<file path="src/common/pin_test_pkg.sv">
// Constants and carrier types for the pin-level manufacturing test logic
`default_nettype none
package pin_test_pkg;

	localparam int PCI_PIN_W  = 88;
	localparam int PHY_PIN_W  = 26;
	localparam int SIDE_PIN_W = 58;
	localparam int TREE_W     = PCI_PIN_W + PHY_PIN_W + SIDE_PIN_W;
	localparam int SEL_W      = 4;
	localparam int REG_CTRL_W = 3;
	localparam int SYNC_W     = 2 + SEL_W + TREE_W;

	localparam logic [SEL_W-1:0] XOR_SEL_CODE = 4'h0;
	localparam logic [SEL_W-1:0] TRI_SEL_CODE = 4'h5;

	localparam logic CE_N_RESET = 1'h1;

	typedef enum logic [1:0] {
		MODE_NORMAL,
		MODE_XOR,
		MODE_TRISTATE
	} test_mode_t;

	// Tested pins, grouped by interface
	typedef struct packed {
		logic [PCI_PIN_W-1:0]  pci;
		logic [PHY_PIN_W-1:0]  phy;
		logic [SIDE_PIN_W-1:0] side;
	} tree_pins_t;

	// One output pin: value and driver enable
	typedef struct packed {
		logic value;
		logic oe;
	} pin_drive_t;

endpackage
`default_nettype wire

</file>
<file path="src/hw/pin_sync.sv">
// Two-stage synchroniser for pin-level inputs
`timescale 1ns/1ps
`default_nettype none
module pin_sync
	import pin_test_pkg::*;
#(
	parameter int WIDTH = 1
) (
	input  wire logic             core_clk_in,
	input  wire logic             rstn_in,
	input  wire logic [WIDTH-1:0] async_in,
	output var  logic [WIDTH-1:0] sync_out
);

	logic [WIDTH-1:0] meta;
	logic [WIDTH-1:0] next_meta;
	logic [WIDTH-1:0] next_sync;

	// First stage read only by second stage
	always_comb begin
		next_meta = rstn_in ? async_in : '0;
		next_sync = rstn_in ? meta : '0;
	end

	always_ff @(posedge core_clk_in) begin
		meta     <= next_meta;
		sync_out <= next_sync;
	end

endmodule
`default_nettype wire

</file>
<file path="src/hw/pin_test_ctrl.sv">
// Test mode decode, XOR tree and driver release for the device pins
`timescale 1ns/1ps
`default_nettype none
// Function
// - Decode enable low and select 0000 enters XOR-tree mode.
// - XOR-tree mode releases drivers of every tested pin.
// - XOR-tree mode drives the final tree result on flash chip-enable.
// - Tree is a cascade of two-input XOR stages, one pin each.
// - Tested pins act as inputs in XOR-tree mode.
// - Tree covers PCI, PHY/SERDES, EEPROM, flash, LED, SMBus, SDP, alt clock.
// - JTAG, decode, analog, compensation, oscillator, power, alert pins excluded.
// - Decode enable low and select 0101 enters tristate mode.
// - Tristate mode releases all digital drivers except test data out.
// - Tristate mode leaves analog and regulator control outputs alone.
// - HIGHZ instruction releases every digital signal output except test data out.
module pin_test_ctrl
	import pin_test_pkg::*;
(
	input  wire logic                  core_clk_in,
	input  wire logic                  rstn_in,
	input  wire logic                  test_decode_enable_n_in,
	input  wire logic                  mode_select_bit3_pin_in,
	input  wire logic                  mode_select_bit2_pin_in,
	input  wire logic                  mode_select_bit1_pin_in,
	input  wire logic                  mode_select_bit0_pin_in,
	input  wire logic                  highz_instr_in,
	input  wire tree_pins_t            tree_pin_in,
	input  wire tree_pins_t            func_tree_out_in,
	input  wire tree_pins_t            func_tree_oe_in,
	input  wire pin_drive_t            func_flash_ce_n_in,
	input  wire pin_drive_t            func_tdo_in,
	input  wire pin_drive_t            func_alert_in,
	input  wire logic [REG_CTRL_W-1:0] func_reg_ctrl_in,
	output var  tree_pins_t            tree_pin_out,
	output var  tree_pins_t            tree_pin_oe_out,
	output var  pin_drive_t            flash_chip_enable_n_out,
	output var  pin_drive_t            tdo_out,
	output var  pin_drive_t            alert_out,
	output var  logic [REG_CTRL_W-1:0] reg_ctrl_out,
	output var  test_mode_t            test_mode_out
);

	logic [SYNC_W-1:0]   raw_pins;
	logic [SYNC_W-1:0]   sync_pins;
	logic                decode_en;
	logic                highz;
	logic [SEL_W-1:0]    sel;
	logic [TREE_W-1:0]   tree_vec;
	logic [TREE_W:0]     stage;
	logic                tree_result;

	test_mode_t          mode;
	test_mode_t          next_mode;
	tree_pins_t          next_tree_out;
	tree_pins_t          next_tree_oe;
	pin_drive_t          next_flash;
	pin_drive_t          next_tdo;
	pin_drive_t          next_alert;
	logic [REG_CTRL_W-1:0] next_reg_ctrl;

	// Enable inverted ahead of the flops so reset reads as disabled
	assign raw_pins = {~test_decode_enable_n_in, highz_instr_in,
		mode_select_bit3_pin_in, mode_select_bit2_pin_in,
		mode_select_bit1_pin_in, mode_select_bit0_pin_in, tree_pin_in};

	pin_sync #(
		.WIDTH (SYNC_W)
	) u_sync (
		.core_clk_in (core_clk_in),
		.rstn_in     (rstn_in),
		.async_in    (raw_pins),
		.sync_out    (sync_pins)
	);

	assign decode_en = sync_pins[SYNC_W-1];
	assign highz     = sync_pins[SYNC_W-2];
	assign sel       = sync_pins[TREE_W+SEL_W-1:TREE_W];
	// only tested pins feed the tree
	assign tree_vec  = sync_pins[TREE_W-1:0];

	// cascade, one unique pin per stage
	assign stage[0] = 1'h0;
	for (genvar i = 0; i < TREE_W; i++) begin : g_tree
		assign stage[i+1] = stage[i] ^ tree_vec[i];
	end
	assign tree_result = stage[TREE_W];

	// Mode decode; HIGHZ overrides the strap decode
	always_comb begin
		next_mode = MODE_NORMAL;
		if (highz) begin
			next_mode = MODE_TRISTATE;
		end else if (decode_en && sel == XOR_SEL_CODE) begin
			next_mode = MODE_XOR;
		end else if (decode_en && sel == TRI_SEL_CODE) begin
			next_mode = MODE_TRISTATE;
		end
	end

	always_ff @(posedge core_clk_in) begin
		if (!rstn_in) begin
			mode <= MODE_NORMAL;
		end else begin
			mode <= next_mode;
		end
	end

	// Pin drive selection
	always_comb begin
		next_tree_out = func_tree_out_in;
		next_tree_oe  = func_tree_oe_in;
		next_flash    = func_flash_ce_n_in;
		// Test data out is never released, so a scan chain survives HIGHZ
		next_tdo      = func_tdo_in;
		next_alert    = func_alert_in;
		// regulator controls untouched in every mode
		next_reg_ctrl = func_reg_ctrl_in;
		unique case (mode)
			MODE_NORMAL: begin
				next_tree_oe = func_tree_oe_in;
			end
			MODE_XOR: begin
				// tested pins released, read as inputs
				next_tree_oe     = '0;
				next_flash.value = tree_result;
				next_flash.oe    = 1'h1;
			end
			MODE_TRISTATE: begin
				// every digital driver off except test data out
				next_tree_oe  = '0;
				next_flash.oe = 1'h0;
				next_alert.oe = 1'h0;
			end
		endcase
	end

	always_ff @(posedge core_clk_in) begin
		if (!rstn_in) begin
			tree_pin_out            <= '0;
			tree_pin_oe_out         <= '0;
			flash_chip_enable_n_out <= '{value: CE_N_RESET, oe: 1'h0};
			tdo_out                 <= '0;
			alert_out               <= '0;
			reg_ctrl_out            <= '0;
			test_mode_out           <= MODE_NORMAL;
		end else begin
			tree_pin_out            <= next_tree_out;
			tree_pin_oe_out         <= next_tree_oe;
			flash_chip_enable_n_out <= next_flash;
			tdo_out                 <= next_tdo;
			alert_out               <= next_alert;
			reg_ctrl_out            <= next_reg_ctrl;
			test_mode_out           <= mode;
		end
	end
endmodule
`default_nettype wire
</file>
<file path="config.mk">
export PLATFORM = sky130hd
export DESIGN_NAME = pin_test_ctrl
export DESIGN_NICKNAME = d
export VERILOG_FILES = /design/src/common/pin_test_pkg.sv /design/src/hw/pin_sync.sv /design/src/hw/pin_test_ctrl.sv
export SDC_FILE = /design/constraint.sdc
export NUM_CORES = 1
export LEC_CHECK = 0
export BUFFER_PORTS_ARGS = -buffer_cell sky130_fd_sc_hd__buf_2
export CORE_AREA = 2 2 350 352
export DETAILED_ROUTE_END_ITERATION = 10
export DIE_AREA = 0 0 352 354
export PLACE_DENSITY = 0.39
export SLEW_MARGIN = 0
export SYNTH_ARGS = -nofsm -noshare
export SYNTH_HDL_FRONTEND = slang
export SYNTH_SLANG_ARGS = --single-unit
</file>
<file path="constraint.sdc">
create_clock -name core_clk_in -period 2.4 [get_ports core_clk_in]
set_input_delay 0.72 -clock core_clk_in [delete_from_list [all_inputs] [get_ports core_clk_in]]
set_output_delay 0.72 -clock core_clk_in [all_outputs]
set_load 0.03 [all_outputs]
</file>
Yosys cells after proc, flatten, opt, wreduce, memory -nomap -nowiden
Cells that the tools add are included.
{"block": "word_totals", "ff_bits": 713, "inputBits": 533, "out_inout_bits": 355, "elab_cells": 207}
{"block": "classes", "eq_ne": 3, "muxes": 6, "n_bitwise": 173, "n_reduce_logical": 7}
{"operator": "172-bit case mux with 2 select lines", "count": 1}
{"operator": "1-bit XOR", "count": 171}
{"operator": "2-bit two-way mux", "count": 3}
{"operator": "2-bit OR reduction", "count": 3}
{"operator": "4-bit by 3-bit == test with 1-bit output (second input constant)", "count": 1}
{"operator": "4-bit zero test", "count": 1}
{"operator": "2-bit by 1-bit == test with 1-bit output (second input constant)", "count": 1}
{"operator": "2-bit == test (second input constant)", "count": 1}
{"operator": "1-bit logical AND", "count": 2}
{"operator": "2-bit zero test", "count": 1}
{"operator": "1-bit inverter", "count": 2}
{"operator": "1-bit case mux with 2 select lines", "count": 1}
{"operator": "1-bit two-way mux", "count": 1}

Depth between registers and ports, before layout
{"block": "logic_depth", "depth_word": 172, "ltp_mapped": 9, "mapped_depth_nobuf": 9}

Hierarchy
A second synthesis with hierarchy kept.
{"block": "hier_totals", "cells_unflattened": 1669, "area_unflattened_um2": 20756.2}
{"module": "pin_test_ctrl", "n_inst": 1, "cells_each": 918, "area_each_um2": 11200.7, "seq_area_each_um2": 7146.9}
{"module": "pin_sync", "n_inst": 1, "cells_each": 751, "area_each_um2": 9555.4, "seq_area_each_um2": 7126.8}

Least setup slack after synthesis
Ideal clock, no wire load.
{"block": "synth_path", "kind": "input-to-reg", "start": "input rstn_in", "end": "register tree_pin_oe_out[0] (netlist bit)", "setup_ns": 0.059, "arrival_time_ns": 1.938, "required_time_ns": 2.341, "path_slack_ns": 0.403, "cell_stages": 4, "path_buffers": 2, "path_cell_list": "nor3b_1 clkbuf_1 clkbuf_1 and2_1"}
{"item": "from (decl)", "line_no": "pin_test_ctrl.sv:20", "source": "input wire logic rstn_in,"}
{"item": "to (signal assigned)", "line_no": "pin_test_ctrl.sv:148", "source": "tree_pin_oe_out <= next_tree_oe;"}
{"item": "to (decl)", "line_no": "pin_test_ctrl.sv:35", "source": "output var tree_pins_t tree_pin_oe_out,"}

Worst setup path in the final report
{"block": "layout_path", "start": "register u_sync.sync_out[139]", "end": "register flash_chip_enable_n_out[1] (netlist bit)"}
{"block": "layout_between", "elab_chain_cells": 34}
{"item": "from (decl)", "line_no": "pin_sync.sv:12", "source": "output var logic [WIDTH-1:0] sync_out"}
{"item": "from (signal assigned)", "line_no": "pin_sync.sv:27", "source": "sync_out <= next_sync;"}
{"item": "1-bit XOR (33 in series)", "line_no": "pin_test_ctrl.sv:84", "source": "assign stage[i+1] = stage[i] ^ tree_vec[i];"}
{"item": "1-bit two-way mux", "line_no": "pin_test_ctrl.sv:118", "source": "unique case (mode)"}
{"item": "to (signal assigned)", "line_no": "pin_test_ctrl.sv:141", "source": "flash_chip_enable_n_out <= '{value: CE_N_RESET, oe: 1'h0};"}
{"item": "to (signal assigned)", "line_no": "pin_test_ctrl.sv:149", "source": "flash_chip_enable_n_out <= next_flash;"}
{"item": "to (decl)", "line_no": "pin_test_ctrl.sv:36", "source": "output var pin_drive_t flash_chip_enable_n_out,"}
No other way between the ends.
A chain may end at the register's enable or synchronous reset.

==> impl_metrics.env <==
export IMPL_cts_max_path_buffers=3
export IMPL_grt_pass1_vias=14602
export IMPL_p_comb_frac=0.114
export IMPL_synth_nets=2218
export IMPL_cp_required_ns=2.93
export IMPL_rr_startpoint="u_sync.sync_out[139]"
export IMPL_peakVddDrop_v=0.000532
export IMPL_area_growth_pct=45.6
export IMPL_grt_total_usage=0.130
export IMPL_die_area_sq_um=125000
export IMPL_cellInternalPower_w=0.0220
export IMPL_drtAntennaViolNets=0
export IMPL_yosysWarnings=0
export IMPL_worst_slew_pin_slew_ns=0.798
export IMPL_cp_num_buf_inv=0
export IMPL_hp_class="in2reg"
export IMPL_min_period_ns=2.21
export IMPL_placed_cells=4137
export IMPL_place_hpwl_um=66600
export IMPL_avgSynthCellArea_sq_um=12.2
export IMPL_ys_types=17
export IMPL_endpoint_kind="flop"
export IMPL_p_clk_frac=0.455
export IMPL_cp_top_family="XOR/XNOR gates"
export IMPL_core_area_sq_um=121000
export IMPL_final_nets=3135
export IMPL_tns_ns=0
export IMPL_die_height_um=354
export IMPL_cpMostUsedCell="xnor2_1"
export IMPL_gp_congestion=0.844
export IMPL_finalClockSkew_ns=0.0232
export IMPL_wl_um=83100
export IMPL_finalMaxSlewViolations=0
export IMPL_syn_area_sq_um=20600
export IMPL_wl_per_cell_um=19.3
export IMPL_clk_pin_slew_worst_paths_ns=0.05
export IMPL_maxCapViolCount=0
export IMPL_vias=14210
export IMPL_crit_chain="xor2_1 > xnor2_1 > xnor2_1 > xnor2_1 > xnor2_1 > xnor3_1 > xnor2_1 > mux2i_1 > nand2_1"
export IMPL_leakagePower_nw=13.7
export IMPL_startpoint_type="flop"
export IMPL_multi_input_area_sq_um=6050
export IMPL_p_per_area_nw_per_um2=976
export IMPL_cp_data_arrival_time_ns=2.74
export IMPL_setup_viol=0
export IMPL_cp_slowest_cell="xnor3_1"
export IMPL_cts_htree_levels=3
export IMPL_finalHoldViolations=0
export IMPL_overflow=0
export IMPL_finalCritPeriodShare=0.921
export IMPL_rsz0062_at_grt="no"
export IMPL_rows=128
export IMPL_post_route_cells_drive_above_1_share=0.392
export IMPL_cts_sink_count=713
export IMPL_drc_errors=0
export IMPL_viasPerCell=3.30
export IMPL_final_common_cell="buf_2"
export IMPL_cp_startpoint="u_sync.sync_out[139]"
export IMPL_layout_cells_non_filler=4311
export IMPL_r2r_slack_ns=0.19
export IMPL_seq_area_sq_um=14300
export IMPL_start_util=0.170
export IMPL_synth_seq_cells=713
export IMPL_pin_count=888
export IMPL_crit_fanout=1
export IMPL_fmax_mhz=452
export IMPL_fp_dieW_um=352
export IMPL_antenna_found_initial=63
export IMPL_ys_seq_area_frac=0.692
export IMPL_path_class="reg2reg"
export IMPL_cts_made_buffers=86
export IMPL_run_status="finished, final reports clean"
export IMPL_portBuffers=887
export IMPL_max_slew_margin_rel=0.468
export IMPL_first_pass_iters=4
export IMPL_grt_max_degree=151
export IMPL_critical_path_cell_count=9
export IMPL_cts_root_buffer="clkbuf_16"
export IMPL_r2r_cells=9
export IMPL_slowest_delay_ns=0.42
export IMPL_fillers=13144
export IMPL_seqPwrFrac=0.432
export IMPL_cts_tree="built"
export IMPL_grt_pass1_wl_um=112000
export IMPL_switchingPower_w=0.00729
export IMPL_synth_cells=1683
export IMPL_drt_iter0_drc=604
export IMPL_endpoint="flash_chip_enable_n_out[1]"
export IMPL_worstSkewPairLatency_ns=0.66
export IMPL_final_cell_mix="886 x buf_2, 713 x dfxtp_1, 707 x and2_1"
export IMPL_sw_frac_of_total=0.249
export IMPL_timing_rr_end="flash_chip_enable_n_out[1]"
==> routing by layer <==
| metal | global-route usage | vias up | wire length (um) |
|---|---|---|---|
| met5 | 0 | - | 307 |
| met4 | 0.0681 | 52 | 3710 |
| met3 | 0.0557 | 185 | 7980 |
| met2 | 0.205 | 544 | 38300 |
| met1 | 0.149 | 6472 | 32900 |
| li1 | - | 6957 | - |
==> cell usage after synthesis <==
master	count	share of area
a41oi_1	1	0.00042
and2_1	707	0.21
and3_1	1	0.00030
and3b_1	1	0.00042
clkbuf_1	78	0.014
dfxtp_1	713	0.69
ha_1	2	0.0012
inv_1	2	0.00036
mux2i_1	2	0.00097
nand2_1	1	0.00018
nor2_1	1	0.00018
nor2b_1	3	0.00091
nor3b_1	1	0.00036
nor4b_1	1	0.00042
xnor2_1	148	0.063
xnor3_1	2	0.0022
xor2_1	19	0.0081
==> worst reg2reg max path, cell delays in order, from the launching register on <==
cell and delay, ns:
dfxtp_1 0.33, xor2_1 0.20, xnor2_1 0.11, xnor2_1 0.36, xnor2_1 0.19, xnor2_1 0.14, xnor3_1 0.42, xnor2_1 0.14
mux2i_1 0.13, nand2_1 0.06
==> power by group through the flow <==
| stage | Combinational, W | Sequential (W) | Clock, W |
|---|---|---|---|
| global placement | 0.00341 | 0.0129 | 0 |
| floorplan | 0.00131 | 0.0136 | 0 |
| detailed placement | 0.00342 | 0.0129 | 0 |
| finish | 0.00333 | 0.0126 | 0.0133 |
| CTS | 0.00343 | 0.0126 | 0.0139 |
| global route | 0.00358 | 0.0127 | 0.0143 |
==> stage by stage <==
| step | utilization | area [sq um] | total power (W) | hold WS, ns | setup slack [ns] |
|---|---|---|---|---|---|
| CTS | 0.248 | 30000 | 0.0300 | 0.112 | 0.0709 |
| global route | 0.248 | 30000 | 0.0306 | 0.154 | 0.00785 |
| finish | 0.248 | 30000 | 0.0293 | 0.211 | 0.188 |
| detailed placement | 0.224 | 27000 | 0.0163 | 0.418 | 0.0990 |
| global placement | 0.224 | 27000 | 0.0163 | 0.416 | 0.0921 |
| floorplan | - | 20600 | 0.0149 | 0.412 | 0.403 |
==> how the worst min path moves through the flow <==
stage	start	to	cells after the start
2_1_floorplan	u_sync.meta[0]	u_sync.sync_out[0]	1
3_3_place_gp	u_sync.meta[3]	u_sync.sync_out[3]	1
3_5_place_dp	u_sync.meta[130]	u_sync.sync_out[130]	1
4_1_cts	test_decode_enable_n_in	u_sync.meta[177]	2
5_1_grt	test_decode_enable_n_in	u_sync.meta[177]	2
6_report	test_decode_enable_n_in	u_sync.meta[177]	2
==> state kept, by name, indices dropped and copies added, names as in the netlist <==
register                 flops
tree_pin_oe_out            172
reg_ctrl_out                 3
flash_chip_enable_n_out      2
u_sync.meta                178
alert_out                    2
test_mode_out                2
tdo_out                      2
tree_pin_out               172
u_sync.sync_out            178
mode                         2
==> kinds of logic (layout without fill, tap and decap cells) <==
kind of cell | after synthesis | after routing | share of synthesized area
compound gates | 1 | 1 | 0.000425
xor+xnor | 169 | 169 | 0.0731
fa+ha+maj | 2 | 2 | 0.00121
buf+inv | 80 | 1067 | 0.0146
flops | 713 | 713 | 0.692
mux | 2 | 2 | 0.000971
other cells | 0 | 16 | 0
simple gates | 716 | 716 | 0.217
==> cell type report <==
cell class	instances	share of cell area
Sequential cell	713	0.476
Multi-Input combinational cell	890	0.202
Timing Repair Buffer	907	0.156
Clock buffer	131	0.0861
Tap cell	1625	0.0677
Clock inverter	27	0.0115
Antenna cell	16	0.00133
Inverter	2	0.000250
==> timing repair <==
action                     in CTS  in global routing
hold buffers                    0                  0
hold endpoints to repair        0                  0
setup endpoints to repair       0                  1
setup buffers                   0                  0
gates resized for setup         0                  1
(Power assumes the default switching activity.)
